`src/core/lsd_pkg.sv`:
```
// Package for the LCD serial command decoder: constants, types, states
package lsd_pkg;
  // ----------------------------------------------------------------
  // Command opcodes and masks
  // ----------------------------------------------------------------
  localparam logic [7:0] LSD_BLANK_CMD = 8'h08;
  localparam logic [7:0] LSD_SHOW_CMD = 8'h09;
  localparam logic [7:0] LSD_CHAR_MODE_CMD = 8'h72;
  localparam logic [4:0] LSD_FRAME_RATE_PFX = 5'h02;
  localparam logic [4:0] LSD_MULTIPLEX_PFX = 5'h03;
  localparam logic [5:0] LSD_READ_PFX = 6'h18;
  localparam logic [5:0] LSD_WRITE_PFX = 6'h19;
  localparam logic [5:0] LSD_AND_PFX = 6'h1B;
  localparam logic [5:0] LSD_OR_PFX = 6'h1A;
  localparam logic [2:0] LSD_BIT_SET_PFX = 3'h2;
  localparam logic [2:0] LSD_BIT_CLEAR_PFX = 3'h1;
  // ----------------------------------------------------------------
  // Pointer step codes
  // ----------------------------------------------------------------
  localparam logic [1:0] LSD_STEP_INC = 2'h0;
  localparam logic [1:0] LSD_STEP_DEC = 2'h1;
  localparam logic [1:0] LSD_STEP_BAD = 2'h2;
  localparam logic [1:0] LSD_STEP_HOLD = 2'h3;
  localparam logic [6:0] LSD_CHAR_STEP = 7'h05;
  // ----------------------------------------------------------------
  // Sizes, resets, frame divide
  // ----------------------------------------------------------------
  localparam int LSD_BITS_PER_BYTE = 8;
  localparam logic [2:0] LSD_BIT_LAST = 3'h7;
  localparam int LSD_DIV_BASE = 14;
  localparam logic [2:0] LSD_FRAME_FIELD_MAX = 3'h4;
  localparam logic [2:0] LSD_FRAME_RST = 3'h0;
  localparam logic [2:0] LSD_MUX_RST = 3'h0;
  localparam logic [6:0] LSD_PTR_RST = 7'h00;
  localparam int LSD_DIV_W = 14;

  typedef enum logic [4:0] {
    LSD_MODE_WRITE = 5'b00001,
    LSD_MODE_READ = 5'b00010,
    LSD_MODE_AND = 5'b00100,
    LSD_MODE_OR = 5'b01000,
    LSD_MODE_CHAR = 5'b10000
  } lsd_mode_e;

  typedef enum logic [3:0] {
    LSD_ST_IDLE = 4'b0001,
    LSD_ST_FETCH = 4'b0010,
    LSD_ST_EXEC = 4'b0100,
    LSD_ST_RELOAD = 4'b1000
  } lsd_state_e;

  // Display configuration as seen by the panel drive
  typedef struct packed {
    logic display_on;
    logic [2:0] frame_divide_field;
    logic mux16;
    logic sync_out;
    logic upper_rows;
    logic bank;
  } lsd_cfg_s;

  // Memory port request
  typedef struct packed {
    logic we;
    logic [6:0] addr;
    logic [7:0] wdata;
  } lsd_mem_req_s;
endpackage

```
`src/core/lsd_mem.sv`:
```
// Display memory: 128 bytes, registered read data
`timescale 1ns/1ps
`default_nettype none
module lsd_mem #(
  parameter int DEPTH = 128,
  parameter int AW = 7
) (
  input wire logic core_clk,
  input wire lsd_pkg::lsd_mem_req_s req,
  output logic [7:0] rdata
);
  import lsd_pkg::*;
  logic [7:0] store [DEPTH];

  always_ff @(posedge core_clk) begin
    if (req.we) begin
      store[req.addr[AW-1:0]] <= req.wdata;
    end
    rdata <= store[req.addr[AW-1:0]];
  end
endmodule
`default_nettype wire

```
`src/core/lsd_frame.sv`:
```
// Frame-rate divider and master/slave frame sync
`timescale 1ns/1ps
`default_nettype none
module lsd_frame (
  input wire logic core_clk,
  input wire logic reset,
  input wire logic [2:0] frame_divide_field,
  input wire logic sync_out,
  input wire logic sync_pulse_in,
  output logic frame_tick
);
  import lsd_pkg::*;
  logic [LSD_DIV_W-1:0] count;
  logic [3:0] shift_amt;
  logic [LSD_DIV_W-1:0] limit;
  logic wrap;
  logic [2:0] field_eff;

  assign field_eff = (frame_divide_field > LSD_FRAME_FIELD_MAX) ?
    LSD_FRAME_FIELD_MAX : frame_divide_field;
  assign shift_amt = 4'(LSD_DIV_BASE) - {1'b0, field_eff};
  assign limit = LSD_DIV_W'((15'h1 << shift_amt) - 15'h1);
  assign wrap = (count == limit);

  // slaves realign on the master pulse
  always_ff @(posedge core_clk or posedge reset) begin
    if (reset) begin
      count <= '0;
      frame_tick <= 1'b0;
    end else if (!sync_out && sync_pulse_in) begin
      count <= '0;
      frame_tick <= 1'b1;
    end else begin
      count <= wrap ? '0 : count + 1'b1;
      frame_tick <= wrap;
    end
  end
endmodule
`default_nettype wire

```
`src/core/lsd_core.sv`:
```
// LCD serial command decoder: serial link, commands, memory ops
// Functional notes
// - Read mode with select low drives read data; otherwise busy shows.
// - Shared output floats while chip select is high.
// - Serial clock edges are ignored while chip select is high.
// - Transfers happen only while host holds chip select low.
// - Select low is data, high is command; read-mode data input invalid.
// - Master drives a frame sync pulse; slaves realign to it.
// - Active-high reset input resets the device.
// - Frame rate is clock divided by 2^(14-F), F 0 to 4.
// - Multiplex command sets mux count, row half, sync direction, bank.
// - Display-off blanks panel drive; memory kept.
// - Display-on resumes panel drive from memory.
// - Step code 00 inc, 01 dec, 11 hold; applies per data byte.
// - Data mode persists until another data-mode command.
// - Read-mode command enters read mode and loads pointed byte.
// - Write mode stores each data byte unchanged.
// - AND mode ANDs data with pointed byte and writes back.
// - OR mode ORs data with pointed byte and writes back.
// - Character mode writes font_bits[6:0] to the pointed byte, pointer advances by five.
// - Bit-set sets indexed bit of pointed byte then steps pointer.
// - Bit command step is one-shot; previous mode and step remain.
// - Bit-clear clears indexed bit then steps pointer.
// - Input sampled MSB first on rise; eighth rise dispatches, busy asserts.
// - Read data shifts out MSB first on fall; reload after eighth.
// - Pointer-load with top bit one loads low seven bits.
// - Character writes keep memory bit seven unchanged.
`timescale 1ns/1ps
`default_nettype none
module lsd_core (
  input wire logic core_clk,
  input wire logic reset,
  input wire logic serial_in,
  input wire logic serial_clk,
  input wire logic command_data_select,
  input wire logic chip_select_n,
  input wire logic sync_in,
  input wire logic [34:0] font_bits,
  output logic [7:0] font_code,
  output logic serial_out,
  output logic serial_out_oe_n,
  output logic sync_o,
  output logic sync_oe_n,
  output lsd_pkg::lsd_cfg_s cfg,
  output logic frame_pulse
);
  import lsd_pkg::*;

  // ----------------------------------------------------------------
  // Pin synchronisers (three stages)
  // ----------------------------------------------------------------
  logic [2:0] sck_s, cs_s, si_s, cd_s, sy_s;
  always_ff @(posedge core_clk or posedge reset) begin
    if (reset) begin
      // Serial clock idles high; no false edge after reset
      sck_s <= 3'h7;
      cs_s <= 3'h7;
      si_s <= 3'h0;
      cd_s <= 3'h0;
      sy_s <= 3'h0;
    end else begin
      sck_s <= {sck_s[1:0], serial_clk};
      cs_s <= {cs_s[1:0], chip_select_n};
      si_s <= {si_s[1:0], serial_in};
      cd_s <= {cd_s[1:0], command_data_select};
      sy_s <= {sy_s[1:0], sync_in};
    end
  end

  logic sck_lvl, cs_n_lvl, si_lvl, cd_lvl, sy_lvl, sy_prev;
  logic sck_prev;
  always_ff @(posedge core_clk or posedge reset) begin
    if (reset) begin
      sck_lvl <= 1'b1;
      sck_prev <= 1'b1;
      cs_n_lvl <= 1'b1;
      si_lvl <= 1'b0;
      cd_lvl <= 1'b0;
      sy_lvl <= 1'b0;
      sy_prev <= 1'b0;
    end else begin
      if (sck_s[1] == sck_s[2]) sck_lvl <= sck_s[2];
      if (cs_s[1] == cs_s[2]) cs_n_lvl <= cs_s[2];
      if (si_s[1] == si_s[2]) si_lvl <= si_s[2];
      if (cd_s[1] == cd_s[2]) cd_lvl <= cd_s[2];
      if (sy_s[1] == sy_s[2]) sy_lvl <= sy_s[2];
      sck_prev <= sck_lvl;
      sy_prev <= sy_lvl;
    end
  end

  // ----------------------------------------------------------------
  // Edge decode and state
  // ----------------------------------------------------------------
  lsd_state_e state, next_state;
  lsd_mode_e mode;
  logic busy;
  logic [2:0] bit_count;
  logic [7:0] shift_reg;
  logic [1:0] mode_step;
  logic [6:0] pointer;
  logic [7:0] cmd_byte;
  logic cmd_is_cmd;
  logic [7:0] mem_rdata;
  lsd_mem_req_s mem_req;

  wire sck_rise = sck_lvl && !sck_prev;
  wire sck_fall = !sck_lvl && sck_prev;
  wire link_on = !cs_n_lvl;
  wire take_rise = link_on && sck_rise && !busy;
  wire take_fall = link_on && sck_fall && !busy;
  wire byte_done = take_rise && (bit_count == LSD_BIT_LAST);
  wire read_mode = (mode == LSD_MODE_READ);
  wire out_phase = read_mode && !cd_lvl;

  function automatic logic [6:0] step_ptr(input logic [6:0] p,
                                          input logic [1:0] code);
    case (code)
      LSD_STEP_INC: step_ptr = p + 7'h01;
      LSD_STEP_DEC: step_ptr = p - 7'h01;
      default: step_ptr = p;
    endcase
  endfunction

  // Command decode wires
  wire is_ptr_load = cmd_byte[7];
  wire is_frame = cmd_byte[7:3] == LSD_FRAME_RATE_PFX;
  wire is_mux = cmd_byte[7:3] == LSD_MULTIPLEX_PFX;
  wire is_blank = cmd_byte == LSD_BLANK_CMD;
  wire is_show = cmd_byte == LSD_SHOW_CMD;
  wire is_read = cmd_byte[7:2] == LSD_READ_PFX;
  wire is_write = cmd_byte[7:2] == LSD_WRITE_PFX;
  wire is_and = cmd_byte[7:2] == LSD_AND_PFX;
  wire is_or = cmd_byte[7:2] == LSD_OR_PFX;
  wire is_char = cmd_byte == LSD_CHAR_MODE_CMD;
  wire is_bit_set_cmd = cmd_byte[7:5] == LSD_BIT_SET_PFX;
  wire is_bclr = cmd_byte[7:5] == LSD_BIT_CLEAR_PFX;
  wire is_bit = is_bit_set_cmd || is_bclr;
  // Pointer load waits a cycle so the reload sees the new address
  wire needs_mem = !cmd_is_cmd || is_bit || is_ptr_load;
  wire [7:0] bit_mask = 8'h01 << cmd_byte[4:2];

  // Memory write data per operation
  logic [7:0] char_byte;
  assign char_byte = {mem_rdata[7], font_bits[6:0]};
  logic [7:0] op_data;
  assign op_data =
    (cmd_is_cmd && is_bit_set_cmd) ? (mem_rdata | bit_mask) :
    (cmd_is_cmd) ? (mem_rdata & ~bit_mask) :
    (mode == LSD_MODE_AND) ? (mem_rdata & cmd_byte) :
    (mode == LSD_MODE_OR) ? (mem_rdata | cmd_byte) :
    (mode == LSD_MODE_CHAR) ? char_byte : cmd_byte;
  wire exec_we = (state == LSD_ST_EXEC) &&
    (cmd_is_cmd ? is_bit : !read_mode);

  // Next state
  always_comb begin
    next_state = state;
    case (state)
      LSD_ST_IDLE: if (byte_done) next_state = LSD_ST_FETCH;
      LSD_ST_FETCH: next_state = needs_mem ? LSD_ST_EXEC : LSD_ST_RELOAD;
      LSD_ST_EXEC: next_state = LSD_ST_RELOAD;
      LSD_ST_RELOAD: next_state = LSD_ST_IDLE;
      default: next_state = LSD_ST_IDLE;
    endcase
  end

  assign mem_req.we = exec_we;
  assign mem_req.addr = pointer;
  assign mem_req.wdata = op_data;

  // ----------------------------------------------------------------
  // Serial shift path
  // ----------------------------------------------------------------
  // idle, released, cleared at reset
  // reset high clears all control state
  always_ff @(posedge core_clk or posedge reset) begin
    if (reset) begin
      state <= LSD_ST_IDLE;
      bit_count <= 3'h0;
      shift_reg <= 8'h00;
      busy <= 1'b0;
      cmd_byte <= 8'h00;
      cmd_is_cmd <= 1'b0;
    end else begin
      state <= next_state;
      if (!link_on && !busy) bit_count <= 3'h0;
      // MSB first on rise, dispatch on eighth
      else if (take_rise) bit_count <= bit_count + 3'h1;
      if (take_rise && !out_phase) begin
        shift_reg <= {shift_reg[6:0], si_lvl};
      end
      // MSB stands until the second fall
      if (take_fall && out_phase && bit_count != 3'h0) begin
        shift_reg <= {shift_reg[6:0], 1'b0};
      end
      if (byte_done) begin
        busy <= 1'b1;
        cmd_byte <= {shift_reg[6:0], si_lvl};
        cmd_is_cmd <= cd_lvl;
      end
      // load pointed byte in read mode
      if (state == LSD_ST_RELOAD) begin
        busy <= 1'b0;
        if (read_mode) shift_reg <= mem_rdata;
      end
    end
  end

  // ----------------------------------------------------------------
  // Command execution
  // ----------------------------------------------------------------
  wire do_cmd = (state == LSD_ST_FETCH) && cmd_is_cmd;
  wire data_step = (state == LSD_ST_FETCH) && !cmd_is_cmd;
  always_ff @(posedge core_clk or posedge reset) begin
    if (reset) begin
      mode <= LSD_MODE_WRITE;
      mode_step <= LSD_STEP_INC;
      pointer <= LSD_PTR_RST;
      cfg <= '{1'b0, LSD_FRAME_RST, 1'b0, 1'b0, 1'b0, 1'b0};
    end else begin
      if (do_cmd && is_ptr_load) pointer <= cmd_byte[6:0];
      if (do_cmd && is_frame) cfg.frame_divide_field <= cmd_byte[2:0];
      if (do_cmd && is_mux) begin
        cfg.mux16 <= cmd_byte[2];
        cfg.sync_out <= cmd_byte[1];
        cfg.upper_rows <= cmd_byte[2] && !cmd_byte[1];
        cfg.bank <= cmd_byte[2] ? 1'b0 : cmd_byte[0];
      end
      if (do_cmd && is_blank) cfg.display_on <= 1'b0;
      if (do_cmd && is_show) cfg.display_on <= 1'b1;
      // data mode persists until a new mode command
      if (do_cmd && (is_read || is_write || is_and || is_or)) begin
        mode_step <= cmd_byte[1:0];
      end
      if (do_cmd && is_read) mode <= LSD_MODE_READ;
      if (do_cmd && is_write) mode <= LSD_MODE_WRITE;
      if (do_cmd && is_and) mode <= LSD_MODE_AND;
      if (do_cmd && is_or) mode <= LSD_MODE_OR;
      if (do_cmd && is_char) mode <= LSD_MODE_CHAR;
      // bit ops step after the write
      if (state == LSD_ST_EXEC && cmd_is_cmd && is_bit) begin
        pointer <= step_ptr(pointer, cmd_byte[1:0]);
      end
      if (state == LSD_ST_EXEC && !cmd_is_cmd && !read_mode) begin
        if (mode == LSD_MODE_CHAR) pointer <= pointer + LSD_CHAR_STEP;
        else pointer <= step_ptr(pointer, mode_step);
      end
      // data in read mode is a read, then step
      if (data_step && read_mode) pointer <= step_ptr(pointer, mode_step);
    end
  end

  lsd_mem u_mem (
    .core_clk(core_clk),
    .req(mem_req),
    .rdata(mem_rdata)
  );

  logic frame_tick;
  lsd_frame u_frame (
    .core_clk(core_clk),
    .reset(reset),
    .frame_divide_field(cfg.frame_divide_field),
    .sync_out(cfg.sync_out),
    .sync_pulse_in(sy_lvl && !sy_prev),
    .frame_tick(frame_tick)
  );

  // ----------------------------------------------------------------
  // Pin outputs
  // ----------------------------------------------------------------
  wire so_sel = read_mode && !cd_lvl;
  always_ff @(posedge core_clk or posedge reset) begin
    if (reset) begin
      serial_out <= 1'b1;
      serial_out_oe_n <= 1'b1;
      sync_o <= 1'b0;
      sync_oe_n <= 1'b1;
      frame_pulse <= 1'b0;
      font_code <= 8'h00;
    end else begin
      // read data or busy (busy low when busy)
      serial_out <= so_sel ? shift_reg[7] : !busy;
      serial_out_oe_n <= cs_n_lvl;
      // master drives one pulse per frame
      sync_o <= frame_tick && cfg.sync_out;
      sync_oe_n <= !cfg.sync_out;
      frame_pulse <= frame_tick;
      font_code <= cmd_byte;
    end
  end
endmodule
`default_nettype wire

```
`config.mk`:
```
export PLATFORM = sky130hd
export DESIGN_NAME = lsd_core
export DESIGN_NICKNAME = d
export VERILOG_FILES = /design/src/core/lsd_pkg.sv /design/src/core/lsd_mem.sv /design/src/core/lsd_frame.sv /design/src/core/lsd_core.sv
export SDC_FILE = /design/constraint.sdc
export NUM_CORES = 1
export LEC_CHECK = 0
export BUFFER_PORTS_ARGS = -buffer_cell sky130_fd_sc_hd__buf_2
export CAP_MARGIN = 20
export CORE_MARGIN = 3
export CORE_UTILIZATION = 40
export CTS_BUF_LIST = sky130_fd_sc_hd__clkbuf_8
export CTS_CLUSTER_SIZE = 30
export DETAILED_ROUTE_END_ITERATION = 10
export GPL_ROUTABILITY_DRIVEN = 0
export PLACE_DENSITY_LB_ADDON = 0.1
export REMOVE_ABC_BUFFERS = 1
export SLEW_MARGIN = 20
export SYNTH_ARGS = -nofsm -noshare
export SYNTH_HDL_FRONTEND = slang
export SYNTH_SLANG_ARGS = --single-unit
```
`constraint.sdc`:
```
create_clock -name core_clk -period 20.4 [get_ports core_clk]
set_input_delay 4.08 -clock core_clk [delete_from_list [all_inputs] [get_ports core_clk]]
set_output_delay 4.08 -clock core_clk [all_outputs]
set_load 0.01 [all_outputs]
```
==> metrics.md <==
| Metric | Value |
|---|---|
| Yosys reg bits | `roughly 1100` |
| Top cells by count, synth | `edfxtp_1, nor2_1, a221oi_1` |
| Crit end category | `flip-flop` |
| Setup bufs post-CTS | `0` |
| Post-synth top area share | `68.17%` |
| Cell with the most instances after synthesis | `edfxtp_1` |
| Max reg flops | `1024` |
| Clk_skew | `around 46 ps` |
| Ys flop type | `edfxtp_1` |
| Fin. Hold Viols | `0` |
| Final wirelength | `140000 um` |
| Vias per std cell | `between 5 and 6` |
| Post-cts sizing count | `0` |
| Slew Limit Fails | `0` |
| Post-route DRC | `1` |
| Seq/Total Area, Yosys | `about three quarters` |
| Top post-synthesis cells by area | `edfxtp_1, dfrtp_1, mux4_2, mux2_2, mux2i_1` |
| Initial DRC count | `2640` |
| Peak supply drop | `~0.054 mV` |
| Starting Density | `40.53%` |
| RSZ-0062 raised after global routing | `false` |
| Post-DP HPWL | `82600 um` |
| I/O pins | `63` |
| Worst Path Max Fanout | `97` |
| Final period util | `28.31%` |
| Relative slew slack | `23.12%` |
| Port Buffers | `34` |
| Die width | `341.8 um` |
| Num CTS Buffers | `188` |
| CP arrival | `between 6000 and 7000 ps` |
| Clk_lat worst skew | `880 ps` |
| GRT Resource Usage Total | `between 20% and 30%` |
| Mapped Cells | `2686` |
| Failing checks | `design-rule violations` |
| DIE HEIGHT | `341.8 um` |
| P&R area growth vs syn | `11.82%` |
| Post-synth ARST share | `8.592%` |
| P_leak | `0.01778 uW` |
| Mapped Area | `between 40000 and 50000 um2` |
| Mean Syn Cell Area | `roughly 17 um2` |
| Core area | `111300 um2` |
| Maximum number of pins on one net before global-route repair | `98` |
| Clock transition at path regs | `50 ps` |
| Vias in the first global route | `26640` |
| Initial antenna violation count | `7` |
| Routed length per placed instance | `about 31 um` |
| Final std cells w/o fill | `4444` |
| PwrDens | `86.82 nW/um2` |
| Synth warn | `0` |
| Worst min-delay path class | `reg2reg` |
| CP Launch Type | `primary input` |
| Die footprint | `116800 um2` |
| Post-Place Cells | `4093` |
| Final setup viols | `0` |
| Layout cells sized above 1 | `between 15 and 20%` |
| CP Class | `in2reg` |
| Final min period | `5775 ps` |
| DR vias | `26410` |
| Actual slew at the worst max-slew pin | `1153 ps` |
| CP Data Required Time | `20890 ps` |
| Status | `finished, violations left` |
| Setup tns final | `0 ps` |
| Post-layout net count | `2843` |
| Final ANT Viol Nets | `0` |
| First-pass GRT wire length | `198200 um` |
| Clock tree root buffer cell | `clkbuf_8` |
| Max-Cap Viols | `0` |
| Synth cell types | `79` |
| Filler Cell Count | `9686` |
| EDFF count, synth | `1024` |
| Cell accounting for the most synthesized area | `edfxtp_1` |
| Htree depth | `4` |
| CTS tree | `built` |
| Max Clock Freq | `0.1731 GHz` |
| Grt ovf | `0` |
| Num Clock Sinks | `around 1100` |
| DRT Pass-1 Iters | `10` |
| Hold buffer count at cts | `0` |
| FP Rows | `roughly 120` |
| Layout Utilization | `45.32%` |
| Max Buffers Root-to-Sink | `3` |
stage by stage:
step	power [uW]	area [um2]	hold slack [ps]	worst slack [ps]
6_report	4379	50440	339.9	14620
4_1_cts	4422	50430	330.4	14690
5_1_grt	4534	50430	338.7	14550
2_1_floorplan	2579	44270	331.2	9523
3_3_place_gp	2588	47020	340.0	13850
3_5_place_dp	2590	47020	335.5	13740
final timing paths:
path                                   startpoint                           end  slack [ps]  cells past startpoint
max                                  font_bits[2]  u_mem.store[82][2]$_DFFE_PP_       14620                      5
min                             cs_s[1]$_DFF_PP1_             cs_s[2]$_DFF_PP1_         340                      0
max reg2reg                pointer[2]$_DFFE_PP0P_        u_mem.rdata[4]$_DFF_P_       15450                      7
min reg2reg                     cs_s[1]$_DFF_PP1_             cs_s[2]$_DFF_PP1_         340                      0
max in group asynchronous                   reset        pointer[0]$_DFFE_PP0P_       15970                      3
min in group asynchronous                   reset            cfg[5]$_DFFE_PP0P_        3170                      2
report_power, final:
part	total (uW)	internal [uW]	leakage (uW)	switching, uW
clock	1840	909	0.00199	928
sequential	2510	2500	0.0120	11.9
combinational	27.6	12.5	0.00378	15.1
logic make-up (layout without fill, tap and decap cells):
kind of cell | Yosys count | count (layout) | synth area share, %
AOI/OAI and AO/OA | 533 | 533 | 8.821
xor gates and xnor gates | 24 | 24 | 0.4660
adders and majority gates | 11 | 11 | 0.2774
buffers and inverters | 203 | 470 | 2.047
DFF | 1129 | 1129 | 73.95
muxes | 301 | 301 | 9.545
other | 0 | 3 | 0
and+or+nand+nor | 485 | 485 | 4.896
worst max-delay path, stage by stage:
cell	delay, ps
buf_2	100
o22a_1	110
a21oi_1	80
a21oi_4	790
buf_4	940
cells in the final DEF (no fill, tap or decap), drive strengths merged, types with 13 or more instances in the layout:
master / instances
nor3: 17
nand3: 32
buf: 100
dfstp: 14
nor2b: 17
o21bai: 13
nor2: 229
a22o: 20
clkinv: 80
xor2: 14
a221o: 22
nand2b: 15
o221ai: 17
mux4: 92
mux2: 101
o22ai: 31
o21ai: 62
a221oi: 117
o22a: 21
mux2i: 108
dfrtp: 83
edfxtp: 1024
nand2: 104
clkbuf: 192
inv: 95
a22oi: 64
a21oi: 75
area by class of cell:
cell class	instances	area, um2	area share, %
antenna	3	7.507	0.01488
clock buffer	192	2643	5.239
clock inverter	156	769.5	1.526
inverter	22	86.33	0.1712
multi-input combinational	1354	11010	21.83
sequential	1129	33370	66.16
tap	1488	1862	3.691
timing repair buffer	100	690.7	1.369
per-layer routing:
metal	share of wire, %	up-vias	GRT usage, %
li1	-	11120	-
met1	42	13790	32.28
met2	47	1216	37.81
met3	7.3	283	4.547
met4	4.0	0	9.966
met5	0	-	0
Power figures use the tool's default switching activity.
